$ cat src/verilog/syc_pkg.sv
package syc_pkg;
  // register byte offsets
  localparam logic [7:0] OFS_PWR1 = 8'h00;
  localparam logic [7:0] OFS_PWR2 = 8'h04;
  localparam logic [7:0] OFS_WAKE = 8'h08;
  localparam logic [7:0] OFS_CLKO = 8'h0C;
  localparam logic [7:0] OFS_RSRC = 8'h10;
  // power_mgmt_ctrl_1 fields
  localparam int P1_EN = 0;
  localparam int P1_SE = 1;
  localparam int P1_RE = 2;
  localparam int P1_IE = 3;
  localparam int P1_ACK = 4;
  localparam int P1_FLAG = 7;
  // power_mgmt_ctrl_2 fields
  localparam int P2_BOV = 0;
  localparam int P2_WV = 1;
  localparam int P2_WACK = 2;
  localparam int P2_WARN = 7;
  // wakeup_timer_ctrl fields
  localparam int WK_PS_LSB = 0;
  localparam int WK_PS_W = 3;
  localparam int WK_IE = 4;
  localparam int WK_CS = 5;
  localparam int WK_ACK = 6;
  localparam int WK_FLAG = 7;
  // clock output control fields
  localparam int CO_EN = 0;
  localparam int CO_DS_LSB = 1;
  localparam int CO_DS_W = 3;
  // reset_source_register fields
  localparam int RS_BO = 1;
  localparam int RS_POR = 7;
  // reset values
  localparam logic RST_BO_EN = 1'b1;
  localparam logic RST_BO_RE = 1'b1;
  // vector numbers, lower wins
  localparam logic [4:0] VEC_RESET = 5'h00;
  localparam logic [4:0] VEC_BROWNOUT = 5'h03;
  localparam logic [4:0] VEC_WAKEUP = 5'h19;
  // wake-up period: base tick count shifted by (select - 1)
  localparam int WK_CNT_W = 12;
  localparam logic [WK_CNT_W-1:0] WK_BASE = 12'h008;
endpackage

$ cat src/verilog/syc_sys_ctrl.sv
// Overview of operation
// - detector runs only while enabled; select bit picks high or low trip level
// - detector switched off in any stop mode unless stop-enable is set
// - enable plus stop-enable together block the deepest stop mode
// - power-on reset sets both power-on and brownout flags in reset source
// - reset-enable makes a trip reset the system until supply recovers
// - brownout flag in reset source set after detector reset and power-on
// - enabled, irq-enabled, reset-disabled detector trip sets flag and interrupt
// - warning flag shows supply nearing trip level and never interrupts
// - separate select bit picks high or low warning level
// - wake-up timer clocked by internal 1 kHz or external clock, bit selects
// - internal slow clock is independent and feeds only the wake-up timer
// - both sources run in run, wait, light stop; external needs osc settings
// - only the internal clock runs the timer in deep stop
// - timer register: read-only flag, write-only ack, 3-bit period field
// - local enable masks the wake-up interrupt request
// - all-zero period field disables the timer and its interrupts
// - clock-out enable drives bus clock divided by divider select
// - clock-out enable forces the shared pin to output
// - all-zero divider select drives the pin constantly low
// - pin slew and drive come from the pin's own control bits
// - set flag with local enable forwards an interrupt request
// - pending sources prioritised, lower vector number wins
//
// The address map and the APB slave port were chosen for this implementation.
`timescale 1ns/100ps
`default_nettype none
module syc_sys_ctrl #(
  parameter int CLKO_DIV_W = 8
) (
  // clock and reset
  input wire logic ref_clk,
  input wire logic rst,
  // apb slave
  input wire logic psel,
  input wire logic penable,
  input wire logic pwrite,
  input wire logic [7:0] paddr,
  input wire logic [31:0] pwdata,
  output logic [31:0] prdata,
  output logic pready,
  output logic pslverr,
  // analog comparators and power-on
  input wire logic por_in,
  input wire logic brownout_trip,
  input wire logic warning_trip,
  // operating mode from the core
  input wire logic stop_active,
  input wire logic deep_stop_request,
  // wake-up timer clock ticks and oscillator settings
  input wire logic lfo_clk_in,
  input wire logic ext_clk_in,
  input wire logic osc_stop_enable,
  input wire logic osc_range_select,
  // shared port pin controls
  input wire logic port_data,
  input wire logic port_dir_out,
  input wire logic shared_pin_slew_enable,
  input wire logic shared_pin_drive_strength,
  // comparator controls
  output logic brownout_detector_on,
  output logic brownout_threshold_high,
  output logic warning_threshold_high,
  output logic deep_stop_allowed,
  // reset and interrupt requests
  output logic system_reset_req,
  output logic irq_brownout,
  output logic irq_wakeup,
  output logic irq_pending,
  output logic [4:0] irq_vector,
  // shared port pin
  output logic shared_port_pin_out,
  output logic shared_port_pin_oe_n,
  output logic shared_port_pin_slew,
  output logic shared_port_pin_drive
);

  ////////////////////////////////////////////////////////////////////////////
  // control state
  logic brownout_enable_r, brownout_stop_enable_r;
  logic brownout_reset_enable_r, brownout_irq_enable_r;
  logic brownout_flag_r, brownout_threshold_select_r;
  logic warning_threshold_select_r, supply_warning_r;
  logic [2:0] wakeup_period_select_r;
  logic wakeup_irq_enable_r, wakeup_clock_select_r, wakeup_flag_r;
  logic clock_out_pin_enable_r;
  logic [2:0] clock_out_divider_select_r;
  logic rsrc_por_r, rsrc_bo_r;
  logic bo_reset_r, rst_d_r;
  logic lfo_d_r, ext_d_r;
  localparam int WK_CNT_W_L = syc_pkg::WK_CNT_W;
  logic [WK_CNT_W_L-1:0] wk_cnt_r;
  logic [CLKO_DIV_W-1:0] co_cnt_r;
  logic co_lvl_r;

  ////////////////////////////////////////////////////////////////////////////
  // helpers
  function automatic logic [WK_CNT_W_L-1:0] wake_period(input logic [2:0] sel);
    wake_period = syc_pkg::WK_BASE << (sel - 3'h1);
  endfunction

  function automatic logic [CLKO_DIV_W-1:0] clko_half(input logic [2:0] sel);
    clko_half = CLKO_DIV_W'(1) << (sel - 3'h1);
  endfunction

  ////////////////////////////////////////////////////////////////////////////
  // apb decode
  logic wr_en, rd_setup;
  logic [7:0] wb;
  assign wr_en = psel & penable & pwrite & pready;
  assign rd_setup = psel & ~penable & ~pready;
  assign wb = pwdata[7:0];

  logic hit;
  always_comb begin
    hit = 1'b0;
    unique case (paddr)
      syc_pkg::OFS_PWR1, syc_pkg::OFS_PWR2, syc_pkg::OFS_WAKE,
      syc_pkg::OFS_CLKO, syc_pkg::OFS_RSRC: hit = 1'b1;
      default: hit = 1'b0;
    endcase
  end

  logic [7:0] rd_mux;
  always_comb begin
    rd_mux = 8'h00;
    unique case (paddr)
      syc_pkg::OFS_PWR1: begin
        rd_mux[syc_pkg::P1_EN] = brownout_enable_r;
        rd_mux[syc_pkg::P1_SE] = brownout_stop_enable_r;
        rd_mux[syc_pkg::P1_RE] = brownout_reset_enable_r;
        rd_mux[syc_pkg::P1_IE] = brownout_irq_enable_r;
        rd_mux[syc_pkg::P1_FLAG] = brownout_flag_r;
      end
      syc_pkg::OFS_PWR2: begin
        rd_mux[syc_pkg::P2_BOV] = brownout_threshold_select_r;
        rd_mux[syc_pkg::P2_WV] = warning_threshold_select_r;
        rd_mux[syc_pkg::P2_WARN] = supply_warning_r;
      end
      syc_pkg::OFS_WAKE: begin
        // ack reads as zero
        rd_mux[syc_pkg::WK_PS_LSB +: syc_pkg::WK_PS_W] = wakeup_period_select_r;
        rd_mux[syc_pkg::WK_IE] = wakeup_irq_enable_r;
        rd_mux[syc_pkg::WK_CS] = wakeup_clock_select_r;
        rd_mux[syc_pkg::WK_FLAG] = wakeup_flag_r;
      end
      syc_pkg::OFS_CLKO: begin
        rd_mux[syc_pkg::CO_EN] = clock_out_pin_enable_r;
        rd_mux[syc_pkg::CO_DS_LSB +: syc_pkg::CO_DS_W] = clock_out_divider_select_r;
      end
      syc_pkg::OFS_RSRC: begin
        rd_mux[syc_pkg::RS_POR] = rsrc_por_r;
        rd_mux[syc_pkg::RS_BO] = rsrc_bo_r;
      end
      default: rd_mux = 8'h00;
    endcase
  end

  // no wait state: ready registered in the setup phase, high in the first access cycle
  always_ff @(posedge ref_clk) begin
    if (rst) begin
      pready <= 1'b0;
      prdata <= 32'h0000_0000;
      pslverr <= 1'b0;
    end else begin
      pready <= rd_setup;
      pslverr <= rd_setup & ~hit;
      if (rd_setup) begin
        prdata <= {24'h00_0000, rd_mux};
      end
    end
  end

  logic wr_p1, wr_p2, wr_wk, wr_co;
  assign wr_p1 = wr_en & (paddr == syc_pkg::OFS_PWR1);
  assign wr_p2 = wr_en & (paddr == syc_pkg::OFS_PWR2);
  assign wr_wk = wr_en & (paddr == syc_pkg::OFS_WAKE);
  assign wr_co = wr_en & (paddr == syc_pkg::OFS_CLKO);

  ////////////////////////////////////////////////////////////////////////////
  // brownout detector control
  logic det_active, trip_seen, warn_seen;
  // off in stop unless stop-enabled
  assign det_active = brownout_enable_r & (~stop_active | brownout_stop_enable_r);
  assign trip_seen = det_active & brownout_trip;
  assign warn_seen = det_active & warning_trip;

  always_ff @(posedge ref_clk) begin
    if (rst) begin
      brownout_enable_r <= syc_pkg::RST_BO_EN;
      brownout_stop_enable_r <= 1'b0;
      brownout_reset_enable_r <= syc_pkg::RST_BO_RE;
      brownout_irq_enable_r <= 1'b0;
      brownout_threshold_select_r <= 1'b0;
      warning_threshold_select_r <= 1'b0;
    end else begin
      if (wr_p1) begin
        brownout_enable_r <= wb[syc_pkg::P1_EN];
        brownout_stop_enable_r <= wb[syc_pkg::P1_SE];
        brownout_reset_enable_r <= wb[syc_pkg::P1_RE];
        brownout_irq_enable_r <= wb[syc_pkg::P1_IE];
      end
      if (wr_p2) begin
        brownout_threshold_select_r <= wb[syc_pkg::P2_BOV];
        warning_threshold_select_r <= wb[syc_pkg::P2_WV];
      end
    end
  end

  // flags: a new event wins over a same-cycle acknowledge
  always_ff @(posedge ref_clk) begin
    if (rst) begin
      brownout_flag_r <= 1'b0;
      supply_warning_r <= 1'b0;
    end else begin
      if (trip_seen & brownout_irq_enable_r & ~brownout_reset_enable_r) begin
        brownout_flag_r <= 1'b1;
      end else if (wr_p1 & wb[syc_pkg::P1_ACK]) begin
        brownout_flag_r <= 1'b0;
      end
      if (warn_seen) begin
        supply_warning_r <= 1'b1;
      end else if (wr_p2 & wb[syc_pkg::P2_WACK]) begin
        supply_warning_r <= 1'b0;
      end
    end
  end

  // reset held until the comparator reports the supply back above threshold
  always_ff @(posedge ref_clk) begin
    if (rst) begin
      // the request outlives the system reset it causes
      bo_reset_r <= bo_reset_r & brownout_trip;
    end else begin
      bo_reset_r <= (bo_reset_r | (trip_seen & brownout_reset_enable_r))
                    & brownout_trip;
    end
  end

  // reset source capture at reset time
  always_ff @(posedge ref_clk) begin
    rst_d_r <= rst;
    if (rst) begin
      if (por_in) begin
        rsrc_por_r <= 1'b1;
        rsrc_bo_r <= 1'b1;
      end else begin
        rsrc_por_r <= 1'b0;
        rsrc_bo_r <= bo_reset_r | (rst_d_r & rsrc_bo_r);
      end
    end
  end

  ////////////////////////////////////////////////////////////////////////////
  // periodic wake-up timer
  logic lfo_rise, ext_rise, src_ok, tick, wk_on;
  assign lfo_rise = lfo_clk_in & ~lfo_d_r;
  assign ext_rise = ext_clk_in & ~ext_d_r;
  // deep stop: internal only; light stop: external needs osc kept running, low range
  always_comb begin
    src_ok = 1'b1;
    if (stop_active & deep_stop_request) begin
      src_ok = ~wakeup_clock_select_r;
    end else if (stop_active) begin
      src_ok = ~wakeup_clock_select_r
               | (osc_stop_enable & ~osc_range_select);
    end
  end
  assign tick = src_ok & (wakeup_clock_select_r ? ext_rise : lfo_rise);
  assign wk_on = wakeup_period_select_r != 3'h0;

  always_ff @(posedge ref_clk) begin
    if (rst) begin
      lfo_d_r <= 1'b0;
      ext_d_r <= 1'b0;
    end else begin
      lfo_d_r <= lfo_clk_in;
      ext_d_r <= ext_clk_in;
    end
  end

  always_ff @(posedge ref_clk) begin
    if (rst) begin
      wakeup_period_select_r <= 3'h0;
      wakeup_irq_enable_r <= 1'b0;
      wakeup_clock_select_r <= 1'b0;
    end else if (wr_wk) begin
      wakeup_period_select_r <= wb[syc_pkg::WK_PS_LSB +: syc_pkg::WK_PS_W];
      wakeup_irq_enable_r <= wb[syc_pkg::WK_IE];
      wakeup_clock_select_r <= wb[syc_pkg::WK_CS];
    end
  end

  always_ff @(posedge ref_clk) begin
    if (rst) begin
      wk_cnt_r <= '0;
      wakeup_flag_r <= 1'b0;
    end else begin
      if (~wk_on | wr_wk) begin
        wk_cnt_r <= '0;
      end else if (tick) begin
        if (wk_cnt_r >= wake_period(wakeup_period_select_r) - 1'b1) begin
          wk_cnt_r <= '0;
        end else begin
          wk_cnt_r <= wk_cnt_r + 1'b1;
        end
      end
      if (wk_on & tick & (wk_cnt_r >= wake_period(wakeup_period_select_r) - 1'b1)) begin
        wakeup_flag_r <= 1'b1;
      end else if (wr_wk & wb[syc_pkg::WK_ACK]) begin
        wakeup_flag_r <= 1'b0;
      end
    end
  end

  ////////////////////////////////////////////////////////////////////////////
  // clock output
  always_ff @(posedge ref_clk) begin
    if (rst) begin
      clock_out_pin_enable_r <= 1'b0;
      clock_out_divider_select_r <= 3'h0;
    end else if (wr_co) begin
      clock_out_pin_enable_r <= wb[syc_pkg::CO_EN];
      clock_out_divider_select_r <= wb[syc_pkg::CO_DS_LSB +: syc_pkg::CO_DS_W];
    end
  end

  // bus clock divided by 2^select
  always_ff @(posedge ref_clk) begin
    if (rst) begin
      co_cnt_r <= '0;
      co_lvl_r <= 1'b0;
    end else if (~clock_out_pin_enable_r | (clock_out_divider_select_r == 3'h0)) begin
      co_cnt_r <= '0;
      co_lvl_r <= 1'b0;
    end else if (co_cnt_r >= clko_half(clock_out_divider_select_r) - 1'b1) begin
      co_cnt_r <= '0;
      co_lvl_r <= ~co_lvl_r;
    end else begin
      co_cnt_r <= co_cnt_r + 1'b1;
    end
  end

  always_ff @(posedge ref_clk) begin
    if (rst) begin
      shared_port_pin_out <= 1'b0;
      shared_port_pin_oe_n <= 1'b1;
      shared_port_pin_slew <= 1'b0;
      shared_port_pin_drive <= 1'b0;
    end else begin
      shared_port_pin_out <= clock_out_pin_enable_r ? co_lvl_r : port_data;
      shared_port_pin_oe_n <= ~(clock_out_pin_enable_r | port_dir_out);
      shared_port_pin_slew <= shared_pin_slew_enable;
      shared_port_pin_drive <= shared_pin_drive_strength;
    end
  end

  ////////////////////////////////////////////////////////////////////////////
  // comparator controls, reset and interrupt requests
  always_ff @(posedge ref_clk) begin
    if (rst) begin
      brownout_detector_on <= 1'b0;
      brownout_threshold_high <= 1'b0;
      warning_threshold_high <= 1'b0;
      deep_stop_allowed <= 1'b0;
      system_reset_req <= 1'b0;
      irq_brownout <= 1'b0;
      irq_wakeup <= 1'b0;
      irq_pending <= 1'b0;
      irq_vector <= syc_pkg::VEC_RESET;
    end else begin
      brownout_detector_on <= det_active;
      brownout_threshold_high <= brownout_threshold_select_r;
      warning_threshold_high <= warning_threshold_select_r;
      deep_stop_allowed <= ~(brownout_enable_r & brownout_stop_enable_r);
      system_reset_req <= bo_reset_r;
      irq_brownout <= brownout_flag_r & brownout_irq_enable_r;
      irq_wakeup <= wakeup_flag_r & wakeup_irq_enable_r & wk_on;
      irq_pending <= bo_reset_r | (brownout_flag_r & brownout_irq_enable_r)
                     | (wakeup_flag_r & wakeup_irq_enable_r & wk_on);
      if (bo_reset_r) begin
        irq_vector <= syc_pkg::VEC_RESET;
      end else if (brownout_flag_r & brownout_irq_enable_r) begin
        irq_vector <= syc_pkg::VEC_BROWNOUT;
      end else begin
        irq_vector <= syc_pkg::VEC_WAKEUP;
      end
    end
  end

endmodule // syc_sys_ctrl
`default_nettype wire

$ cat config.mk
export PLATFORM = sky130hd
export DESIGN_NAME = syc_sys_ctrl
export DESIGN_NICKNAME = d
export VERILOG_FILES = /design/src/verilog/syc_pkg.sv /design/src/verilog/syc_sys_ctrl.sv
export SDC_FILE = /design/constraint.sdc
export NUM_CORES = 1
export LEC_CHECK = 0
export BUFFER_PORTS_ARGS = -buffer_cell sky130_fd_sc_hd__buf_2
export CORE_ASPECT_RATIO = 0.7
export CORE_MARGIN = 5
export CORE_UTILIZATION = 41
export CTS_BUF_LIST = sky130_fd_sc_hd__clkbuf_16
export DETAILED_ROUTE_END_ITERATION = 16
export HOLD_SLACK_MARGIN = 0.1
export PLACE_DENSITY = 0.69
export SYNTH_ARGS = -nofsm -noshare
export SYNTH_HDL_FRONTEND = slang
export SYNTH_SLANG_ARGS = --single-unit
$ cat constraint.sdc
create_clock -name ref_clk -period 2.9 [get_ports ref_clk]
set_clock_uncertainty 0.2 [all_clocks]
set_input_delay 0.435 -clock ref_clk [delete_from_list [all_inputs] [get_ports ref_clk]]
set_output_delay 0.435 -clock ref_clk [all_outputs]
set_load 0.01 [all_outputs]
==> results of run 1 <==
==> final cells by class <==
cell class / instances / area share, %
clock buffer: 9 / 5.29
clock inverter: 7 / 1.73
inverter: 13 / 1.15
multi-input combinational: 301 / 46.4
sequential: 69 / 32.9
tap: 105 / 3.09
timing repair buffer: 72 / 9.44
==> critical path, delay by kind of cell, from the launching register on <==
kind / cells / cell delay (ns)
xor gates and xnor gates: 1 / 0.09
adders and majority gates: 3 / 0.69
and+or+nand+nor: 7 / 0.74
buffers and inverters: 1 / 0.09
DFF: 1 / 0.34
AOI/OAI and AO/OA: 3 / 0.50
==> registers in the layout (all words and copies together), names as in the netlist, 3 cells and up <==
register	cells
wakeup_period_select_r	3
irq_vector	3
wk_cnt_r	12
co_cnt_r	8
prdata	7
clock_out_divider_select_r	3
==> final timing paths <==
path                                    to  slack [ns]  cells past startpoint
worst max register to register    co_lvl_r        0.13                     15
worst min-delay path            rsrc_por_r        0.11                      1
worst min register to register   prdata[7]        0.25                      2
worst max-delay path              co_lvl_r        0.13                     15
==> routing by layer <==
metal / wire length, microns / vias up
met5: 0 / -
met4: 66 / 0
met3: 455 / 5
met2: 3630 / 77
met1: 3840 / 1331
li1: - / 1460
==> timing repair <==
| action | CTS | global route |
|---|---|---|
| endpoints found under the setup margin | 8 | 21 |
| gates resized for setup | 1 | 15 |
| setup buffers | 0 | 1 |
| pin swaps | 0 | 4 |
==> stage by stage <==
step / TNS (ns) / instances / hold slack, ns / total power, mW / cell area [sq um]
CTS: 0 / 575 / 0.100 / 2.19 / 4180
detailed placement: -0.0366 / 559 / 0.243 / 1.11 / 3880
finish: 0 / 576 / 0.110 / 2.16 / 4260
floorplan: 0 / 426 / 0.241 / 1.08 / 3640
global placement: 0 / 559 / 0.239 / 1.10 / 3880
global route: -0.0900 / 576 / 0.103 / 2.24 / 4260
==> layout by cell type, fill, tap and decap left out, types with 3 or more instances in the layout <==
cell type   instances
a211oi_1            3
a21oi_1            18
a31oi_1             3
and2_1              3
and3_1             10
buf_2              57
buf_4              14
clkbuf_16           9
clkinvlp_4          3
conb_1             26
dfxtp_1            67
ha_1               20
inv_1              13
mux2i_1            16
nand2_1            27
nand2b_1            5
nand3_1            24
nand4_1             8
nor2_1             50
nor2b_1             9
nor3_1              6
o21ai_0             9
or3_1               4
xnor2_1             6
xor2_1             16
==> cells in the mapped netlist, types with 2 or more instances <==
cell      instances  area (sq um)
dfxtp_1          67          1340
nor2_1           52           195
buf_4            27           203
nand2_1          27           101
nand3_1          25           125
ha_1             22           275
a21oi_1          20           100
mux2i_1          16           160
xor2_1           16           140
inv_1            13          48.8
clkbuf_1         11          41.3
nor2b_1          11          68.8
o21ai_0          11          55.1
and3_1           10          62.6
nand4_1           8          50.1
nor3_1            7          35.0
xnor2_1           6          52.6
nand2b_1          5          31.3
or3_1             4          25.0
a211oi_1          3          22.5
a31oi_1           3          18.8
and2_1            3          18.8
buf_1             3          11.3
a211o_1           2          17.5
a21o_1            2          15.0
a22oi_1           2          15.0
a32oi_1           2          17.5
edfxtp_1          2          60.1
mux4_2            2          45.0
or3b_2            2          17.5
==> kinds of logic after synthesis <==
family,count (synthesis),synth area share (%)
fa+ha+maj,23,8.10
xor+xnor,22,5.47
other cells,1,0.106
buf+inv,56,9.09
flops,69,39.8
simple gates,161,22.8
mux,18,5.83
compound gates,51,8.85
==> power by group <==
| part | total [mW] | switching, mW | internal [mW] |
|---|---|---|---|
| combinational | 0.113 | 0.0720 | 0.0407 |
| sequential | 0.974 | 0.00595 | 0.968 |
| clock | 1.08 | 0.409 | 0.666 |
==> run_results.csv, run 1 <==
group,metric,value,unit
floorplan,start_util,41.9,%
clocking,htree_levels,3,
synth,synthArstFlopShare,0,%
sta,fmax,0.361,GHz
floorplan,core_area,8410,sq um
sta,finalSetupViolCount,0,
status,status,"completed",
worst_setup_path,start_kind,"flip-flop",
flow_run,cap_violations,0,
clocking,root_buffer,"clkbuf_16",
sta,slew_violations,0,
synth,seq_area_frac_synth,39.8,%
detailed_routing,via_count,2873,
placement,io_buffers,57,
synth,synth.distinct_cells,47,
worst_hold_path,hp-start,"por_in",
global_route,met3_usage,3.68,%
sta,finalWorstSetupSlack,0.131,ns
global_route,grt_pass1_wl,12.6,mm
cells_and_area,fin_util,50.6,%
worst_setup_path,cp_max_fo,4,
power_and_ir_drop,ir_drop,0.000199,V
cells_and_area,fin_nets,546,
worst_setup_path,worst_setup_path_end_kind,"flip-flop",
worst_hold_path,hp-class,"in -> reg",
synth,synth-edff-count,2,
synth,synth-seq-cells,69,
sta,slew_headroom,63.8,%
floorplan,rows,28,
global_route,grt_start_max_net_pins,25,
clocking,insertion_delay,0.33,ns
synth,synthFlopType,"dfxtp_1",
worst_setup_path,slowest_stage,"dfxtp_1",
synth,syn_inst,401,
cells_and_area,area_growth,20.9,%
global_route,grt.met2_usage,23.7,%
power_and_ir_drop,power_density,508,nW/um^2
worst_setup_path,required,2.91,ns
sta,tightest_slew,0.541,ns
detailed_routing,drt_iter0_drc,214,
clocking,cts_sinks,69,
detailed_routing,vias_per_cell,4.99,
synth,avgSynthCellArea,8.78,sq um
floorplan,io_pins,109,
sta,hold_violations,0,
global_route,overflow,0,
cells_and_area,multi_input_area,1970,sq um
worst_setup_path,crit_arrival,2.78,ns
floorplan,fp.dieH,87.5,microns
detailed_routing,wl_per_cell,13.9,microns
cells_and_area,fill_cells,769,
worst_setup_path,cp_cell_sequence,"inv_1, ha_4, nand3_1, ha_2, nor2b_4, nor2_4, a21oi_1, nor2_1, a21oi_2, ha_1, nand2_1, nor3_2, a21oi_2, xnor2_1, and3_1",
detailed_routing,drtAntennaViolNets,0,
cells_and_area,regArea,1400,sq um
placement,place_congestion,0.781,
worst_setup_path,critPathLaunch,"clock_out_divider_select_r[2]",
cells_and_area,drive_above_1_share,22.9,%
floorplan,dieWidth,121,microns
placement,place_ws,-0.0196,ns
cells_and_area,diodes,0,
worst_setup_path,cp_common_cell,"a21oi_2",
placement,post-dp-hpwl,5.91,mm
clocking,numCtsBuffers,9,
clocking,cts_hold_buffers,0,
global_route,use_met1,20.1,%
synth,yosys_warnings,0,
detailed_routing,first_pass_iters,4,
clocking,clock_path_buffers,2,
worst_setup_path,slowest_delay,0.34,ns
global_route,track_usage,14.9,%
worst_setup_path,critPathKind,"reg -> reg",
global_route,grt_busiest_layer,"met2",
global_route,grt_pass1_vias,2631,
detailed_routing,drc_errors,0,
floorplan,die-area,10600,sq um
power_and_ir_drop,power_leakage,1.91,nW
detailed_routing,wirelength,8.00,mm
clocking,clkTransAtPathRegs,0.06,ns
synth,synth_area,3520,sq um
sta,finalCritPeriodShare,95.5,%
worst_setup_path,r2r_start,"clock_out_divider_select_r[2]",
sta,post-route-min-period,2.77,ns
global_route,antenna_found_initial,0,
clocking,cts_tree,"done",
(Power assumes the default switching activity.)
==> inputs of run 2 (changes only) <==
PLACE_DENSITY = 0.66   (was 0.69)
clock period = 3.1 ns   (was 2.9 ns; I/O delays follow)
==> run_results.csv, run 2 (synthesis results as in run 1) <==
group,metric,value,unit
cells_and_area,reg.largest.list,"wk_cnt_r: 12 flops, co_cnt_r: 8 flops, prdata: 7 flops",
floorplan,start_util,41.9,%
cells_and_area,fin_nets,542,
sta,finalSetupViolCount,0,
detailed_routing,via_count,2880,
global_route,antenna_found_initial,0,
power_and_ir_drop,report.power.total,2.12,mW
cells_and_area,diodes,0,
placement,place_congestion,0.788,
clocking,cts_tree,"done",
cells_and_area,regMostFlops,"wk_cnt_r",
detailed_routing,drtAntennaViolNets,0,
placement,post-dp-hpwl,5.96,mm
cells_and_area,drive_above_1_share,21.6,%
floorplan,dieWidth,121,microns
sta,rsz0062_at_grt,"no",
worst_setup_path,cp_cell_sequence,"inv_1, ha_4, nand3_1, ha_1, nor2b_1, buf_4, a21oi_1, nor2_1, a21oi_1, ha_1, a21oi_1, o21ai_0, a21oi_2, xnor2_1, and3_1",
sta,tightest_slew,0.575,ns
clocking,clkTransAtPathRegs,0.06,ns
placement,io_buffers,57,
floorplan,fp.dieH,87.5,microns
sta,post-route-min-period,2.87,ns
power_and_ir_drop,power_density,502,nW/um^2
detailed_routing,wirelength,8.08,mm
cells_and_area,largest_reg_flops,12,
worst_setup_path,crit_buf_inv,2,
worst_setup_path,slowest_delay,0.36,ns
worst_setup_path,crit_arrival,2.89,ns
worst_setup_path,start_kind,"flip-flop",
sta,finalCritPeriodShare,92.7,%
detailed_routing,drt_iter0_drc,237,
cells_and_area,area_growth,19.6,%
power_and_ir_drop,ir_drop,0.000334,V
floorplan,rows,28,
sta,slew_headroom,61.5,%
floorplan,core_area,8410,sq um
global_route,grt_pass1_wl,13.0,mm
placement,place_ws,-0.0294,ns
worst_hold_path,hp-class,"in -> reg",
worst_setup_path,critPathKind,"reg -> reg",
global_route,overflow,0,
cells_and_area,fill_cells,780,
worst_setup_path,cp_common_cell,"a21oi_1",
clocking,post_cts_buffers,0,
power_and_ir_drop,power_leakage,1.90,nW
sta,fmax,0.348,GHz
clocking,clock_path_buffers,2,
cells_and_area,layout_commonest_cell,"dfxtp_1",
detailed_routing,wl_per_cell,14.1,microns
detailed_routing,vias_per_cell,5.03,
worst_hold_path,hp-start,"por_in",
sta,finalWorstSetupSlack,0.227,ns
worst_setup_path,slowest_stage,"dfxtp_2",
clocking,htree_levels,3,
global_route,grt_pass1_vias,2661,
clocking,numCtsBuffers,9,
detailed_routing,first_pass_iters,4,
worst_setup_path,critPathLaunch,"clock_out_divider_select_r[2]",
clocking,cts_sinks,69,
clocking,insertion_delay,0.33,ns
status,status,"completed",
worst_setup_path,crit_family,"adder cells",
worst_setup_path,r2r_start,"clock_out_divider_select_r[2]",
sta,slew_violations,0,
floorplan,die-area,10600,sq um
cells_and_area,layout_common_cells,"64 x dfxtp_1, 57 x buf_2, 51 x nor2_1, 27 x nand2_1, 26 x conb_1",
global_route,grt_start_max_net_pins,26,
worst_setup_path,cp_max_fo,4,
flow_run,cap_violations,0,
sta,hold_violations,0,
floorplan,io_pins,109,
detailed_routing,drc_errors,0,
worst_setup_path,worst_setup_path_end_kind,"flip-flop",
global_route,track_usage,15.4,%
worst_setup_path,required,3.12,ns
clocking,root_buffer,"clkbuf_16",
run 2: changes by cell type in the layout (fill, tap and decap cells not counted), sizes merged:
| cell | previous run | this run |
|---|---|---|
| buf | 72 | 68 |
| inv | 14 | 17 |
| clkinvlp | 3 | 0 |
| clkbuf | 9 | 10 |
| clkinv | 2 | 1 |
run 2: power by group:
group	total, mW	switching, mW	internal [mW]
clock network	1.10	0.416	0.684
logic	0.105	0.0674	0.0378
registers	0.911	0.00539	0.905
total	2.12	0.489	1.63
run 2: routing by layer:
metal / up-vias / part of all wire (%) / global-route usage [%]
li1: 1453 / - / -
met1: 1339 / 50 / 21.1
met2: 80 / 42 / 24.3
met3: 8 / 6.8 / 4.20
met4: 0 / 1.2 / 4.32
met5: - / 0 / 0
run 2: cell type report:
| class | instances | area [sq um] | share of cell area (%) |
|---|---|---|---|
| multi-input combinational | 301 | 1940 | 45.9 |
| sequential | 69 | 1410 | 33.4 |
| timing repair buffer | 68 | 368 | 8.73 |
| clock buffer | 10 | 250 | 5.94 |
| tap | 105 | 131 | 3.12 |
| clock inverter | 6 | 73.8 | 1.75 |
| inverter | 13 | 48.8 | 1.16 |
run 2: repair_timing:
item	4_1_cts	5_1_grt
pin swaps	0	1
setup endpoints to repair	8	21
gates resized for setup	1	8
hold buffers	0	0
gates cloned	0	0
run 2: path summary, 6_finish.rpt:
check / cells after the start / slack (ns) / end
setup reg to reg: 15 / 0.23 / co_lvl_r
setup / recovery: 15 / 0.23 / co_lvl_r
hold reg to reg: 2 / 0.26 / prdata[1]
hold / removal: 1 / 0.13 / rsrc_por_r
run 2: per-stage QoR:
| step | hold slack (ns) | instance area, sq um | setup TNS, ns | instances | utilization [%] |
|---|---|---|---|---|---|
| after floorplan | 0.241 | 3620 | 0 | 426 | - |
| after global placement | 0.239 | 3850 | 0 | 556 | 45.7 |
| after detailed placement | 0.249 | 3850 | -0.0511 | 556 | 45.7 |
| after CTS | 0.125 | 4180 | 0 | 572 | 49.7 |
| after global routing | 0.128 | 4210 | 0 | 572 | 50.1 |
| final | 0.126 | 4210 | 0 | 572 | 50.1 |
==> inputs of run 3 (changes only) <==
clock period = 3.03 ns   (was 3.1 ns; I/O delays follow)
==> run_results.csv, run 3 (synthesis results as in run 1) <==
group,metric,value,unit
clocking,cts_sinks,69,
cells_and_area,layout_commonest_cell,"dfxtp_1",
placement,place_congestion,0.797,
worst_setup_path,crit_arrival,2.92,ns
worst_setup_path,worst_setup_path_end_kind,"flip-flop",
global_route,track_usage,14.6,%
floorplan,start_util,41.9,%
detailed_routing,drtAntennaViolNets,0,
worst_hold_path,worstHoldPathCells,1,
floorplan,die-area,10600,sq um
cells_and_area,area_growth,20.0,%
sta,finalSetupViolCount,0,
worst_hold_path,holdPathEnd,"rsrc_por_r",
sta,post-route-min-period,2.85,ns
flow_run,cap_violations,0,
clocking,insertion_delay,0.33,ns
global_route,grt_pass1_vias,2547,
cells_and_area,regMostFlops,"wk_cnt_r",
worst_hold_path,hp-start,"por_in",
global_route,overflow,0,
power_and_ir_drop,power_leakage,1.90,nW
power_and_ir_drop,power_density,484,nW/um^2
worst_setup_path,r2r_end,"co_cnt_r[3]",
sta,fmax,0.351,GHz
worst_setup_path,required,3.09,ns
sta,hold_slack,0.118,ns
detailed_routing,wl_per_cell,13.3,microns
power_and_ir_drop,ir_drop,0.000283,V
sta,hold_violations,0,
floorplan,dieWidth,121,microns
floorplan,rows,28,
placement,placed_area,3850,sq um
global_route,grt_start_max_net_pins,27,
sta,tightest_slew,0.500,ns
floorplan,core_area,8410,sq um
clocking,clkTransAtPathRegs,0.06,ns
placement,place_inst,556,
worst_setup_path,slowest_stage,"dfxtp_2",
detailed_routing,drc_errors,0,
worst_setup_path,reg2reg_slack,0.18,ns
cells_and_area,drive_above_1_share,22.8,%
worst_hold_path,hp-class,"in -> reg",
global_route,antenna_found_initial,0,
worst_setup_path,start_kind,"flip-flop",
floorplan,fp.dieH,87.5,microns
detailed_routing,drt_iter0_drc,150,
placement,post-dp-hpwl,5.75,mm
cells_and_area,largest_reg_flops,12,
status,status,"completed",
detailed_routing,vias_per_cell,4.90,
clocking,cts_tree,"done",
global_route,grt_pass1_wl,12.4,mm
worst_setup_path,reg2regPathDepth,15,
worst_setup_path,critPathKind,"reg -> reg",
clocking,numCtsBuffers,9,
cells_and_area,layout_common_cells,"64 x dfxtp_1, 57 x buf_2, 48 x nor2_1, 27 x nand2_1, 26 x conb_1",
worst_setup_path,slowest_delay,0.35,ns
cells_and_area,diodes,0,
floorplan,io_pins,109,
sta,slew_violations,0,
detailed_routing,first_pass_iters,4,
detailed_routing,via_count,2818,
clocking,clock_path_buffers,2,
cells_and_area,reg.largest.list,"wk_cnt_r: 12 flops, co_cnt_r: 8 flops, prdata: 7 flops",
sta,slew_headroom,66.5,%
sta,finalCritPeriodShare,94.1,%
sta,fin_tns_setup,0,ns
worst_setup_path,cp_max_fo,8,
cells_and_area,final_area,4230,sq um
clocking,htree_levels,3,
worst_setup_path,cp_cell_sequence,"inv_1, ha_1, nand3_1, ha_1, nor2b_4, nor2_4, a21oi_1, nor2_1, a21oi_2, ha_1, nand2_1, nor3_2, a21oi_2, nand3_4, nor2_1",
worst_setup_path,cp_common_cell,"ha_1",
cells_and_area,fin_nets,545,
detailed_routing,wirelength,7.67,mm
clocking,root_buffer,"clkbuf_16",
cells_and_area,final_cells,575,
worst_setup_path,r2r_start,"clock_out_divider_select_r[2]",
placement,io_buffers,57,
-- run 3: routing by layer --
metal / wire (microns) / vias up / track usage [%]
met5: 0 / - / 0
met4: 74 / 0 / 5.25
met3: 437 / 6 / 4.00
met2: 3240 / 77 / 21.2
met1: 3920 / 1271 / 20.9
li1: - / 1464 / -
-- run 3: how the worst max path moves through the flow --
stage | from | end | cells past startpoint
floorplan | clock_out_divider_select_r[0] | co_lvl_r | 17
global placement | clock_out_divider_select_r[2] | co_cnt_r[7] | 15
detailed placement | clock_out_divider_select_r[2] | co_cnt_r[7] | 15
CTS | clock_out_divider_select_r[2] | co_cnt_r[1] | 15
global route | clock_out_divider_select_r[2] | co_lvl_r | 15
finish | clock_out_divider_select_r[2] | co_cnt_r[3] | 15
-- run 3: report_power, final --
part           total [mW]  switching [mW]  internal (mW)
sequential          0.933         0.00610          0.927
combinational       0.109          0.0684         0.0404
clock                1.00           0.399          0.604
-- run 3: timing repair --
item | in CTS | in global routing
hold endpoints to repair | 1 | 0
pin swaps | 0 | 1
setup buffers | 0 | 2
setup endpoints to repair | 9 | 21
hold buffers | 1 | 0
resized for setup | 1 | 14
-- run 3: critical path: cells and delay by family (launching register included) --
kind,cells,cell delay (ns)
adder cells (fa/ha/maj),3,0.78
buffers and inverters,1,0.07
AND/OR/NAND/NOR,8,0.92
flip-flops,1,0.35
AO/OA/AOI/OAI,3,0.48
-- run 3: area by class of cell --
type	instances	area [sq um]
Clock inverter	6	43.8
Tap cell	105	131
Timing Repair Buffer	71	393
Clock buffer	10	250
Sequential cell	69	1410
Fill cell	763	4180
Multi-Input combinational cell	301	1950
Inverter	13	48.8
-- run 3: stage by stage --
stage	util [%]	total power, mW	setup slack, ns
2_1_floorplan	-	1.04	0.0127
3_3_place_gp	45.8	1.06	0.0222
3_5_place_dp	45.8	1.06	-0.0858
4_1_cts	49.5	2.07	0.00997
5_1_grt	50.3	2.13	-0.00635
6_report	50.3	2.04	0.178
